$ cat config.mk
export PLATFORM = sky130hd
export DESIGN_NAME = dram_ctl
export DESIGN_NICKNAME = d
export VERILOG_FILES = /design/src/hdl/dram_ctl_pkg.sv /design/src/hdl/dram_ctl.sv
export SDC_FILE = /design/constraint.sdc
export NUM_CORES = 1
export LEC_CHECK = 0
export BUFFER_PORTS_ARGS = -buffer_cell sky130_fd_sc_hd__buf_2
export CAP_MARGIN = 15
export CORE_ASPECT_RATIO = 1.5
export CORE_UTILIZATION = 50
export CTS_BUF_LIST = sky130_fd_sc_hd__clkbuf_4
export DETAILED_ROUTE_END_ITERATION = 8
export PLACE_DENSITY = 0.72
export SYNTH_ARGS = -nofsm -noshare
export SYNTH_HDL_FRONTEND = slang
export SYNTH_SLANG_ARGS = --single-unit
$ cat constraint.sdc
create_clock -name clk_sys -period 2.5 [get_ports clk_sys]
set_clock_uncertainty 0.1 [all_clocks]
set_input_delay 0.5 -clock clk_sys [delete_from_list [all_inputs] [get_ports clk_sys]]
set_output_delay 0.5 -clock clk_sys [all_outputs]
set_load 0.01 [all_outputs]
$ cat src/hdl/dram_ctl_pkg.sv
// Purpose: constants and types for the 1K x 1 dynamic RAM controller
// Assumes: 250 MHz system clock, pins synchronous to it
// Notes: times are in ns (refresh interval in ms), counts derived below
// Behaviour
// - Refresh is 32 reads over five low bits
// - All refresh reads complete within every 2 ms
// - Strobe inactive means standby, data retained
// - Single strobe times cycles, no precharge clock
// - Device responds only while strobe asserted
// - Write pulse 210 to 500 ns after strobe
package dram_ctl_pkg;

  localparam int CLK_PERIOD_NS = 4;
  localparam int ADDR_W        = 10;
  localparam int ROW_W         = 5;
  localparam int REFRESH_ROWS  = 32;

  // Published timings, ns, refresh interval in ms
  localparam int T_CE_ON_MIN_NS  = 210;
  localparam int T_CE_ON_MAX_NS  = 500;
  localparam int T_CE_OFF_MIN_NS = 230;
  localparam int T_CW_MIN_NS     = 210;
  localparam int T_WP_MIN_NS     = 50;
  localparam int T_CO_MAX_NS     = 185;
  localparam int T_REF_MS        = 2;

  // Least times and the output delay round up, strobe maximum rounds down
  localparam int CE_ON_CYC  = (T_CE_ON_MIN_NS + T_WP_MIN_NS + 20 + CLK_PERIOD_NS - 1) / CLK_PERIOD_NS;
  localparam int CE_OFF_CYC = (T_CE_OFF_MIN_NS + CLK_PERIOD_NS - 1) / CLK_PERIOD_NS;
  localparam int CW_CYC     = (T_CW_MIN_NS + CLK_PERIOD_NS - 1) / CLK_PERIOD_NS;
  localparam int CO_CYC     = (T_CO_MAX_NS + CLK_PERIOD_NS - 1) / CLK_PERIOD_NS;
  localparam int CE_MAX_CYC = T_CE_ON_MAX_NS / CLK_PERIOD_NS;
  localparam int WP_CYC     = (T_WP_MIN_NS + CLK_PERIOD_NS - 1) / CLK_PERIOD_NS;
  // Write pulse opens at the earliest legal delay and lasts its least width
  localparam int WR_START_CYC = CW_CYC;
  localparam int WR_END_CYC   = CW_CYC + WP_CYC;
  // One row per slot so all 32 rows fit in the interval
  localparam int REF_SLOT_CYC = (T_REF_MS * 1000000 / CLK_PERIOD_NS) / REFRESH_ROWS / 2;
  localparam int TIMER_W      = 16;

  typedef enum logic [1:0] {ST_IDLE, ST_ON, ST_OFF} cyc_state_t;

  typedef struct packed {
    logic              write;
    logic [ADDR_W-1:0] addr;
    logic              wdata;
  } host_req_t;

  typedef struct packed {
    logic              ce;
    logic              rw_n;
    logic [ADDR_W-1:0] addr;
    logic              din;
  } ram_pins_t;

endpackage

$ cat src/hdl/dram_ctl.sv
// Purpose: host-side controller driving a 1K x 1 dynamic RAM by one strobe
// Assumes: dout from the RAM is synchronous to clk_sys
// Notes: refresh has priority over host requests
`timescale 1ns/1ps
module dram_ctl
  import dram_ctl_pkg::*;
#(
  parameter int REF_SLOT = REF_SLOT_CYC
)
(
  // Clock and reset
  input  wire logic      clk_sys,
  input  wire logic      nrst,
  // Host request
  input  wire host_req_t req,
  input  wire logic      req_valid,
  output logic           req_ready,
  output logic           rd_valid,
  output logic           rd_data,
  // RAM pins
  output ram_pins_t      pins,
  input  wire logic      ram_dout
);

  ////////////////////////////////////////////////////////////////
  // Helpers

  // Timer sits on the last cycle of a phase n cycles long
  function automatic logic last_cycle(input logic [TIMER_W-1:0] t, input int n);
    last_cycle = (t == TIMER_W'(n - 1));
  endfunction

  // Timer lies in the half-open span [lo, hi)
  function automatic logic in_span(input logic [TIMER_W-1:0] t, input int lo, input int hi);
    in_span = (t >= TIMER_W'(lo)) && (t < TIMER_W'(hi));
  endfunction

  // One-cycle advance; callers clear the count at their end point, except ST_OFF, cleared at the next start
  function automatic logic [TIMER_W-1:0] step(input logic [TIMER_W-1:0] t);
    step = t + TIMER_W'(1);
  endfunction

  ////////////////////////////////////////////////////////////////
  // State

  cyc_state_t             state;
  cyc_state_t             next_state;
  logic [TIMER_W-1:0]     timer;
  logic [TIMER_W-1:0]     next_timer;
  logic [TIMER_W-1:0]     ref_timer;
  logic                   ref_pending;
  logic [ROW_W-1:0]       ref_row;
  logic                   cur_refresh;
  logic                   cur_write;
  // Decoded conditions
  logic                   ref_tick;
  logic                   idle;
  logic                   strobe_on;
  logic                   strobe_off;
  logic                   start_ref;
  logic                   start_req;
  logic                   start;
  logic                   on_end;
  logic                   off_end;
  logic                   wr_pulse;
  logic                   sample;
  // Next values of the registered outputs
  logic                   next_ce;
  logic                   next_rw_n;
  logic [ADDR_W-1:0]      ref_addr;
  logic [ADDR_W-1:0]      next_addr;
  logic                   next_din;
  logic                   next_ready;

  ////////////////////////////////////////////////////////////////
  // Decoding

  assign ref_tick   = last_cycle(ref_timer, REF_SLOT);
  assign idle       = (state == ST_IDLE);
  assign strobe_on  = (state == ST_ON);
  assign strobe_off = (state == ST_OFF);
  assign start_ref  = idle && ref_pending;
  // Taken only where ready showed, so a request held high starts once
  assign start_req  = idle && !ref_pending && req_valid && req_ready;
  assign start      = start_ref || start_req;
  assign on_end     = strobe_on && last_cycle(timer, CE_ON_CYC);
  assign off_end    = strobe_off && last_cycle(timer, CE_OFF_CYC);
  assign wr_pulse   = strobe_on && cur_write && in_span(timer, WR_START_CYC, WR_END_CYC);
  // Output delay has run out well before the strobe ends
  assign sample     = strobe_on && !cur_write && !cur_refresh && (timer == TIMER_W'(CO_CYC));

  ////////////////////////////////////////////////////////////////
  // Next values of the pins and the host outputs

  assign next_ce    = start || (strobe_on && !on_end);
  assign next_rw_n  = !wr_pulse;
  assign ref_addr   = {{(ADDR_W-ROW_W){1'b0}}, ref_row};
  assign next_addr  = start_ref ? ref_addr : (start_req ? req.addr : pins.addr);
  assign next_din   = start_req ? req.wdata : pins.din;
  assign next_ready = idle && !ref_pending && !ref_tick && !start_req;

  ////////////////////////////////////////////////////////////////
  // Cycle sequencer; the strobe alone times each access

  always_comb
  begin
    next_state = state;
    next_timer = timer;
    case (state)
      ST_IDLE:
        if (start)
        begin
          next_state = ST_ON;
          next_timer = '0;
        end
      ST_ON:
        if (on_end)
        begin
          next_state = ST_OFF;
          next_timer = '0;
        end
        else
          next_timer = step(timer);
      ST_OFF:
        if (off_end)
          next_state = ST_IDLE;
        else
          next_timer = step(timer);
      default:
      begin
        next_state = ST_IDLE;
        next_timer = '0;
      end
    endcase
  end

  always_ff @(posedge clk_sys or negedge nrst)
    if (!nrst)
      state <= ST_IDLE;
    else
      state <= next_state;

  always_ff @(posedge clk_sys or negedge nrst)
    if (!nrst)
      timer <= '0;
    else
      timer <= next_timer;

  // Kind of the running cycle, fixed when it starts
  always_ff @(posedge clk_sys or negedge nrst)
    if (!nrst)
    begin
      cur_refresh <= 1'b0;
      cur_write   <= 1'b0;
    end
    else if (start)
    begin
      cur_refresh <= start_ref;
      cur_write   <= start_req && req.write;
    end

  ////////////////////////////////////////////////////////////////
  // Refresh

  // Free-running slot timer; a slot missed while busy is not queued twice
  always_ff @(posedge clk_sys or negedge nrst)
    if (!nrst)
      ref_timer <= '0;
    else
      ref_timer <= ref_tick ? '0 : step(ref_timer);

  always_ff @(posedge clk_sys or negedge nrst)
    if (!nrst)
      ref_pending <= 1'b0;
    else if (ref_tick)
      ref_pending <= 1'b1;
    else if (start_ref)
      ref_pending <= 1'b0;

  always_ff @(posedge clk_sys or negedge nrst)
    if (!nrst)
      ref_row <= '0;
    else if (start_ref)
      ref_row <= ref_row + ROW_W'(1);

  ////////////////////////////////////////////////////////////////
  // Pin drive; address held for the whole strobe, beyond the hold minimum

  always_ff @(posedge clk_sys or negedge nrst)
    if (!nrst)
      pins <= '{ce: 1'b0, rw_n: 1'b1, addr: '0, din: 1'b0};
    else
      pins <= '{ce: next_ce, rw_n: next_rw_n, addr: next_addr, din: next_din};

  ////////////////////////////////////////////////////////////////
  // Host side

  always_ff @(posedge clk_sys or negedge nrst)
    if (!nrst)
      req_ready <= 1'b0;
    else
      req_ready <= next_ready;

  always_ff @(posedge clk_sys or negedge nrst)
    if (!nrst)
      rd_valid <= 1'b0;
    else
      rd_valid <= sample;

  always_ff @(posedge clk_sys or negedge nrst)
    if (!nrst)
      rd_data <= 1'b0;
    else if (sample)
      rd_data <= ram_dout;

endmodule

# --- After elaboration in Yosys (flattened, before gate mapping) ---
# Index checks and enable logic that the tools add are counted.
word_totals:
  regBits: 58
  in_bits: 16
  out_inout_bits: 16
  word_cells: 72
classes:
  n_addsub: 3
  order_cmp: 2
  n_eq_ne: 10
  muxes: 13
  n_reduce_logical: 30
ops:
  columns: ["cell", "n"]
  rows:
  - ["$mux W16", 4]
  - ["$pmux W16 S3", 1]
  - ["$add A16 B1 Y16 const B", 2]
  - ["$eq A16 B6 Y1 const B", 2]
  - ["$mux W10", 2]
  - ["$eq A16 B13 Y1 const B", 1]
  - ["$eq A16 B7 Y1 const B", 1]
  - ["$ge A16 B6 Y1 const B", 1]
  - ["$logic_and A1 B1 Y1", 16]
  - ["$lt A16 B7 Y1 const B", 1]
  - ["$logic_not A1 Y1", 7]
  - ["$mux W2", 3]
  - ["$ne A2 B1 Y1 const B", 3]
  - ["$pmux W2 S3", 1]
  - ["$add A5 B1 Y5 const B", 1]
  - ["$reduce_bool A2 Y1", 2]
  - ["$reduce_and A3 Y1", 1]
  - ["$eq A2 B1 Y1 const B", 1]
  - ["$eq A2 B2 Y1 const B", 1]
  - ["$logic_not A2 Y1", 1]
  - ["$logic_or A1 B1 Y1", 2]
  - ["$mux W1", 2]
  - ["$ne A2 B2 Y1 const B", 1]
  - ["$reduce_and A2 Y1", 1]

# --- Depth between registers and ports, before layout ---
# Gate-level depths: netlist (run 1).
depth:
  word_depth: 7
  depth_mapped: 8
  mapped_depth_nobuf: 7

# --- Worst setup path before layout (run 1) ---
# Ideal clock, no wire load.
synth_timing:
  path_kind: "reg-to-reg"
  startpoint: "register timer[11]"
  endpoint: "register timer[13]"
  setup_time_ns: 0.121
  arrival_time_ns: 1.874
  required_ns: 2.279
  path_slack_ns: 0.405
  stages_incl_launch_ff: 7
  path_buffers: 1
  synth_period_minus_slack_ns: 2.095
  cell_sequence: "dfrtp_1 or4_4 or4_4 o211ai_2 buf_6 or3_1 o21ai_1"
synth_between:
  elab_chain_cells: 4
  word_cells_on_any_way: 10
  classes_between: "add/sub (1); eq/ne (3); mux (3); reduce/logical (3)"
synth_rtl:
  columns: ["item", "line", "source"]
  rows:
  - ["from (decl)", "dram_ctl.sv:48", "logic [TIMER_W-1:0] timer;"]
  - ["from (signal assigned)", "dram_ctl.sv:147", "timer <= next_timer;"]
  - ["branches (longest 4 deep; another with $add A16 B1 Y16)", null, null]
# Parallel ways; which one is timed is not known. The select of a mux whose other input is x is not followed.
# A chain may end at the register's enable or synchronous reset.

# --- Final worst setup path (run 1) ---
layout_timing:
  startpoint: "register timer[9]"
  endpoint: "register state[0]"
layout_between:
  elab_chain_cells: 4
  word_cells_on_any_way: 7
  classes_between: "eq/ne (4); reduce/logical (3)"
layout_rtl:
  columns: ["item", "line", "source"]
  rows:
  - ["$eq A16 B6 Y1 or $eq A16 B7 Y1 (tied branches)", "dram_ctl.sv:30", "last_cycle = (t == TIMER_W'(n - 1));"]
  - ["$logic_and A1 B1 Y1, on equally long branches", "dram_ctl.sv:87, dram_ctl.sv:86", null]
  - ["$ne A2 B1 Y1 (no source line)", null, null]
  - ["$reduce_and A3 Y1 (no source line) *", null, null]
  - ["to (signal assigned)", "dram_ctl.sv:141", "state <= next_state;"]
  - ["to (decl)", "dram_ctl.sv:46", "cyc_state_t state;"]
# Every way passes the cells marked *; elsewhere a longest branch is shown, timed or not.

==> results of run 1 <==
## routing by layer
metal  vias to the layer above  track usage  wire [um]
met5                         -            0          0
met4                         0        0.109        130
met3                        13       0.0628        251
met2                        54        0.396       3330
met1                      1173        0.269       2690
li1                       1162            -          -
## cell usage after synthesis, types with 3 or more instances
master / count / area [um2]
inv_1: 11 / 41.3
nand2_1: 58 / 218
or3_1: 4 / 25.0
and4_1: 5 / 43.8
o31ai_1: 3 / 22.5
nor2_1: 16 / 60.1
xor2_1: 5 / 43.8
nor3_1: 4 / 20.0
o21ai_0: 5 / 25.0
dfrtp_1: 57 / 1430
xnor2_1: 11 / 96.3
a31oi_1: 4 / 25.0
a21oi_1: 13 / 65.1
nand4_1: 8 / 50.1
and3_1: 8 / 50.1
ha_1: 9 / 113
o311ai_1: 5 / 43.8
clkbuf_1: 10 / 37.5
and2_1: 4 / 25.0
o21ai_1: 6 / 30.0
nand3_1: 19 / 95.1
nor4_1: 4 / 25.0
## cell type report
type / instances / area, um2 / share of cell area
Sequential cell: 58 / 1450 / 0.441
Multi-Input combinational cell: 226 / 1380 / 0.418
Timing Repair Buffer: 36 / 208 / 0.0631
Tap cell: 70 / 87.6 / 0.0266
Clock buffer: 9 / 67.6 / 0.0205
Clock inverter: 6 / 58.8 / 0.0179
Inverter: 11 / 41.3 / 0.0125
## kinds of logic after synthesis
group,after synthesis,share of synthesized area
adders and majority gates,9,0.0384
and+or+nand+nor,150,0.266
DFF,58,0.495
AOI/OAI and AO/OA,49,0.110
xor gates and xnor gates,16,0.0477
muxes,2,0.00767
buffers and inverters,24,0.0362
## through the flow
stage / total power [mW] / setup WS (ns) / hold WS, ns / utilization / cells
2_1_floorplan: 1.66 / 0.405 / 0.104 / - / 308
3_3_place_gp: 1.90 / 0.264 / 0.335 / 0.566 / 400
3_5_place_dp: 1.92 / 0.208 / 0.350 / 0.566 / 400
4_1_cts: 2.56 / 0.194 / 0.162 / 0.591 / 416
5_1_grt: 2.70 / 0.122 / 0.160 / 0.591 / 416
6_report: 2.53 / 0.162 / 0.179 / 0.591 / 416
## worst register-to-register path, cell delays in order, from the launching register on
cell	delay, ns
dfrtp_1	0.44
or4_1	0.59
o41ai_1	0.46
nand2_1	0.16
a21oi_1	0.15
mux2_1	0.33
## worst min-delay path by stage
stage	slack, ns	to	start
finish	0.18	pins[0]$_DFFE_PN0P_	req[0]
global route	0.16	cur_write$_DFFE_PN0P_	req[11]
CTS	0.16	pins[0]$_DFFE_PN0P_	req[0]
detailed placement	0.35	ref_timer[0]$_DFF_PN0_	ref_timer[0]$_DFF_PN0_
global placement	0.33	ref_timer[0]$_DFF_PN0_	ref_timer[0]$_DFF_PN0_
floorplan	0.10	cur_refresh$_DFFE_PN0P_	nrst
## what timing repair did
item	4_1_cts	5_1_grt
setup endpoints to repair	0	0
hold endpoints to repair	18	0
hold buffers	1	0
## power groups by stage
stage / clock, mW / sequential, mW / combinational (mW)
global placement: 0 / 1.17 / 0.732
finish: 0.637 / 1.15 / 0.743
detailed placement: 0 / 1.17 / 0.744
global route: 0.691 / 1.17 / 0.840
floorplan: 0 / 1.21 / 0.451
CTS: 0.658 / 1.15 / 0.751
## registers in the layout, indices dropped and copies added (netlist names)
register,cells
rd_data,1
state,2
timer,16
req_ready,1
pins,13
cur_refresh,1
ref_pending,1
cur_write,1
ref_timer,16
ref_row,5
rd_valid,1
==> results.toml, run 1 <==
[layout]
nNetsFinal = 367
final_area_mm2 = 0.00329
fillerInstances = 544
final_common_cell = "nand2_1"
final_cell_mix = "58 x nand2_1, 57 x dfrtp_1, 31 x buf_2"
syn_to_final_growth_pct = 12.1
insertedDiodeCount = 0
final_layout_size_suffix_gt1_frac = 0.162

[floorplanning]
initial_core_util = 0.527
dieHeight_um = 95.8
dieArea_mm2 = 0.00619
die_w_um = 64.6
core_area_mm2 = 0.00557
ios = 32
rows = 33

[timing]
setup_viol = 0
min_period_ns = 2.34
maxSlewViolCount = 0
final_hold_viol_count = 0
tightestPinTransition_ns = 0.600
fin_crit_sh = 0.935
rsz0062_at_grt = "no"
slew_headroom = 0.600
tns_ns = 0
max_freq_mhz = 428

[routing]
vias_per_cell = 5.77
wirelength_um = 6400
vias = 2402
postRouteAntennaNets = 0
first_pass_iters = 5
dr.first_iter.drc_count = 145
wire_per_inst_um = 15.4
drc = 0

[clock_tree]
postCtsSetupRepairBufs = 0
cts_sinks = 58
cts_tree = "done"
numCtsBuffers = 9
cts_max_level = 3
ctsRootBufferMaster = "clkbuf_4"
clk_latency_ns = 0.41
post_cts_resized = 0
clock_path_buffers = 2
path_clk_slew_ns = 0.10

[logic_synthesis]
syn-instance-count = 308
yosysUniqueCellTypes = 50
synthArstFlopShare = 1.00
seq_area_frac_synth = 0.495
synth-warning-count = 0
synthFlopType = "dfrtp_1"
ys_ff_latch = 58
syn-cell-area_mm2 = 0.00294
syn_nets = 333
synth_edf_count = 0
syn_area_per_cell_um2 = 9.53

[global_route]
grt.overflow.total = 0
grt_first_pass_wirelength_um = 10800
track_usage = 0.232
grt_pass1_vias = 2415
antenna_found_initial = 0
grt_max_degree = 35

[placement]
place_area_mm2 = 0.00316
dp.final_hpwl_um = 4490
io_buffers = 31
gp_congestion = 0.880

[run]
maxCapViolCount = 0

[worst_setup_path]
crit_type = "reg -> reg"
endpoint = "state[0]$_DFFE_PN0P_"
cp_top_family = "simple AND/OR/NAND/NOR gates"
r2r_end = "state[0]$_DFFE_PN0P_"
timing.rr.start = "timer[9]$_DFFE_PN0P_"
startpoint_type = "flip-flop"
cp-startpoint = "timer[9]$_DFFE_PN0P_"
r2r_cells = 5
crit_fanout = 6
crit_chain = "or4_1 > o41ai_1 > nand2_1 > a21oi_1 > mux2_1"
cp.depth = 5
setup.worst_path.end_class = "flip-flop"
cp_slowest_cell = "or4_1"
max_stage_delay_ns = 0.59
r2r_setup_slack_ns = 0.16
required_ns = 2.69
critPathBufInv = 0
crit_arrival_ns = 2.53

[pwr]
sw_frac_of_total = 0.355
p_clk_frac = 0.252
p_comb_frac = 0.293
p_int_mw = 1.63
p_sw_uw = 898
power_density_mw_per_mm2 = 769
vdd_drop_max_uv = 608
p_leak_nw = 1.54
p_seq_frac = 0.455

[min_path]
hold_depth = 3
worstHoldPathType = "in -> reg"

[status]
outcome = "complete, no violations"
No activity file was read; power rests on OpenSTA's default activity.
==> run 2, diff against run 1 <==
--- a/config.mk
+++ b/config.mk
@@ -8,10 +8,11 @@
 export BUFFER_PORTS_ARGS = -buffer_cell sky130_fd_sc_hd__buf_2
 export CAP_MARGIN = 15
 export CORE_ASPECT_RATIO = 1.5
-export CORE_UTILIZATION = 50
+export CORE_UTILIZATION = 30
 export CTS_BUF_LIST = sky130_fd_sc_hd__clkbuf_4
+export CTS_CLUSTER_DIAMETER = 80
 export DETAILED_ROUTE_END_ITERATION = 8
-export PLACE_DENSITY = 0.72
+export PLACE_DENSITY = 0.48
 export SYNTH_ARGS = -nofsm -noshare
 export SYNTH_HDL_FRONTEND = slang
 export SYNTH_SLANG_ARGS = --single-unit
==> run 2 against run 1 <==
Compared with the run above: maximum frequency is 0.33% higher; critical path depth stayed put; non-clock buffer count is 3 higher; total power is 6.4% higher; combinational power is 3.8% higher; sequential power hardly changed; die area is 65% higher; clock power is 21% higher.
==> results.toml, run 2 (synthesized netlist as in run 1, its figures left out) <==
[clock_tree]
postCtsSetupRepairBufs = 0
clk_latency_ns = 0.42
cts_max_level = 3
cts_sinks = 58
ctsRootBufferMaster = "clkbuf_4"
clock_path_buffers = 2
cts_tree = "done"
path_clk_slew_ns = 0.11
numCtsBuffers = 9

[timing]
fin_crit_sh = 0.932
maxSlewViolCount = 0
min_period_ns = 2.33
tightestPinTransition_ns = 0.645
final_hold_viol_count = 0
rsz0062_at_grt = "no"
max_freq_mhz = 429
slew_headroom = 0.570
setup_viol = 0
tns_ns = 0
whs_ns = 0.160

[routing]
dr.first_iter.drc_count = 124
drc = 0
vias_per_cell = 5.09
postRouteAntennaNets = 0
vias = 2353
first_pass_iters = 4
wirelength_um = 6700
wire_per_inst_um = 14.5

[layout]
nNetsFinal = 370
final_cell_mix = "58 x nand2_1, 57 x dfrtp_1, 31 x buf_2"
final_layout_size_suffix_gt1_frac = 0.169
final_area_mm2 = 0.00340
final_common_cell = "nand2_1"
top_regs = "ref_timer: 16 flops, timer: 16 flops, pins: 13 flops"
syn_to_final_growth_pct = 15.7
insertedDiodeCount = 0

[placement]
place_area_mm2 = 0.00323
gp_congestion = 0.804
dp.final_hpwl_um = 4780
io_buffers = 31

[floorplanning]
die_w_um = 82.8
dieArea_mm2 = 0.0102
core_area_mm2 = 0.00936
dieHeight_um = 123
rows = 43
initial_core_util = 0.314
ios = 32

[worst_setup_path]
crit_type = "reg -> reg"
crit_arrival_ns = 2.53
r2r_end = "state[0]$_DFFE_PN0P_"
required_ns = 2.70
setup.worst_path.end_class = "flip-flop"
r2r_cells = 5
startpoint_type = "flip-flop"
crit_fanout = 6
timing.rr.start = "timer[11]$_DFFE_PN0P_"
r2r_setup_slack_ns = 0.17

[global_route]
antenna_found_initial = 0
grt_max_degree = 34
grt_pass1_vias = 2318
grt_first_pass_wirelength_um = 11300
track_usage = 0.153
grt.overflow.total = 0

[pwr]
p_leak_nw = 1.57
vdd_drop_max_uv = 367
power_density_mw_per_mm2 = 793

[min_path]
holdPathEnd = "pins[0]$_DFFE_PN0P_"
hold_depth = 3
hold_path.startpoint = "req[0]"
worstHoldPathType = "in -> reg"

[run]
maxCapViolCount = 0

[status]
outcome = "complete, no violations"
==> run 2: cell count changes in the layout (fill, tap and decap cells not counted), sizes merged <==
cell,delta
buf,+3
clkinvlp,-2
bufinv,+1
clkbuf,+1
clkinv,+1
==> run 2: worst max-delay path, stage by stage (launching register included) <==
cell and delay (ns):
dfrtp_1 0.45, or4_4 0.58, o41ai_1 0.43, nand2_1 0.15
a21oi_1 0.17, mux2_1 0.33
==> run 2: where the power goes <==
group	switching (mW)	total (mW)	internal, mW
logic	0.477	0.771	0.294
clock network	0.361	0.771	0.410
registers	0.0873	1.15	1.07
==> run 2: worst max-delay path by stage <==
stage / start / cells past startpoint / slack, ns / to
after global placement: timer[9]$_DFFE_PN0P_ / 5 / 0.16 / state[0]$_DFFE_PN0P_
after global routing: timer[9]$_DFFE_PN0P_ / 5 / 0.03 / state[0]$_DFFE_PN0P_
after CTS: timer[9]$_DFFE_PN0P_ / 5 / 0.17 / state[0]$_DFFE_PN0P_
final: timer[11]$_DFFE_PN0P_ / 5 / 0.17 / state[0]$_DFFE_PN0P_
after floorplan: timer[11]$_DFFE_PN0P_ / 6 / 0.41 / timer[13]$_DFFE_PN0P_
after detailed placement: timer[11]$_DFFE_PN0P_ / 5 / 0.17 / state[0]$_DFFE_PN0P_
==> run 2: metal layers <==
metal | up-vias | track usage | share of wire
met4 | 0 | 0.0787 | 0.016
met1 | 1138 | 0.189 | 0.44
met5 | - | 0 | 0
met2 | 41 | 0.235 | 0.50
li1 | 1165 | - | -
met3 | 9 | 0.0494 | 0.040
==> run 2: final cells by class <==
cell class	instances	area, um2
inverters	11	41.3
clock inverters	6	81.3
repair buffers	39	230
well taps	112	140
flip-flops and latches	58	1450
fillers	986	5960
multi-input cells	226	1380
clock buffers	10	75.1
==> run 2: through the flow <==
| step | setup slack [ns] | util | power (mW) | cells |
|---|---|---|---|---|
| CTS | 0.170 | 0.363 | 2.74 | 462 |
| finish | 0.170 | 0.363 | 2.70 | 462 |
| global route | 0.0300 | 0.363 | 2.91 | 462 |
| global placement | 0.161 | 0.345 | 1.95 | 445 |
| detailed placement | 0.169 | 0.345 | 1.95 | 445 |
| floorplan | 0.405 | - | 1.66 | 308 |
==> run 2: what timing repair did <==
item,4_1_cts,5_1_grt
hold buffers,1,0
hold endpoints to repair,24,0
endpoints found under the setup margin,0,0
gates resized for setup,0,0
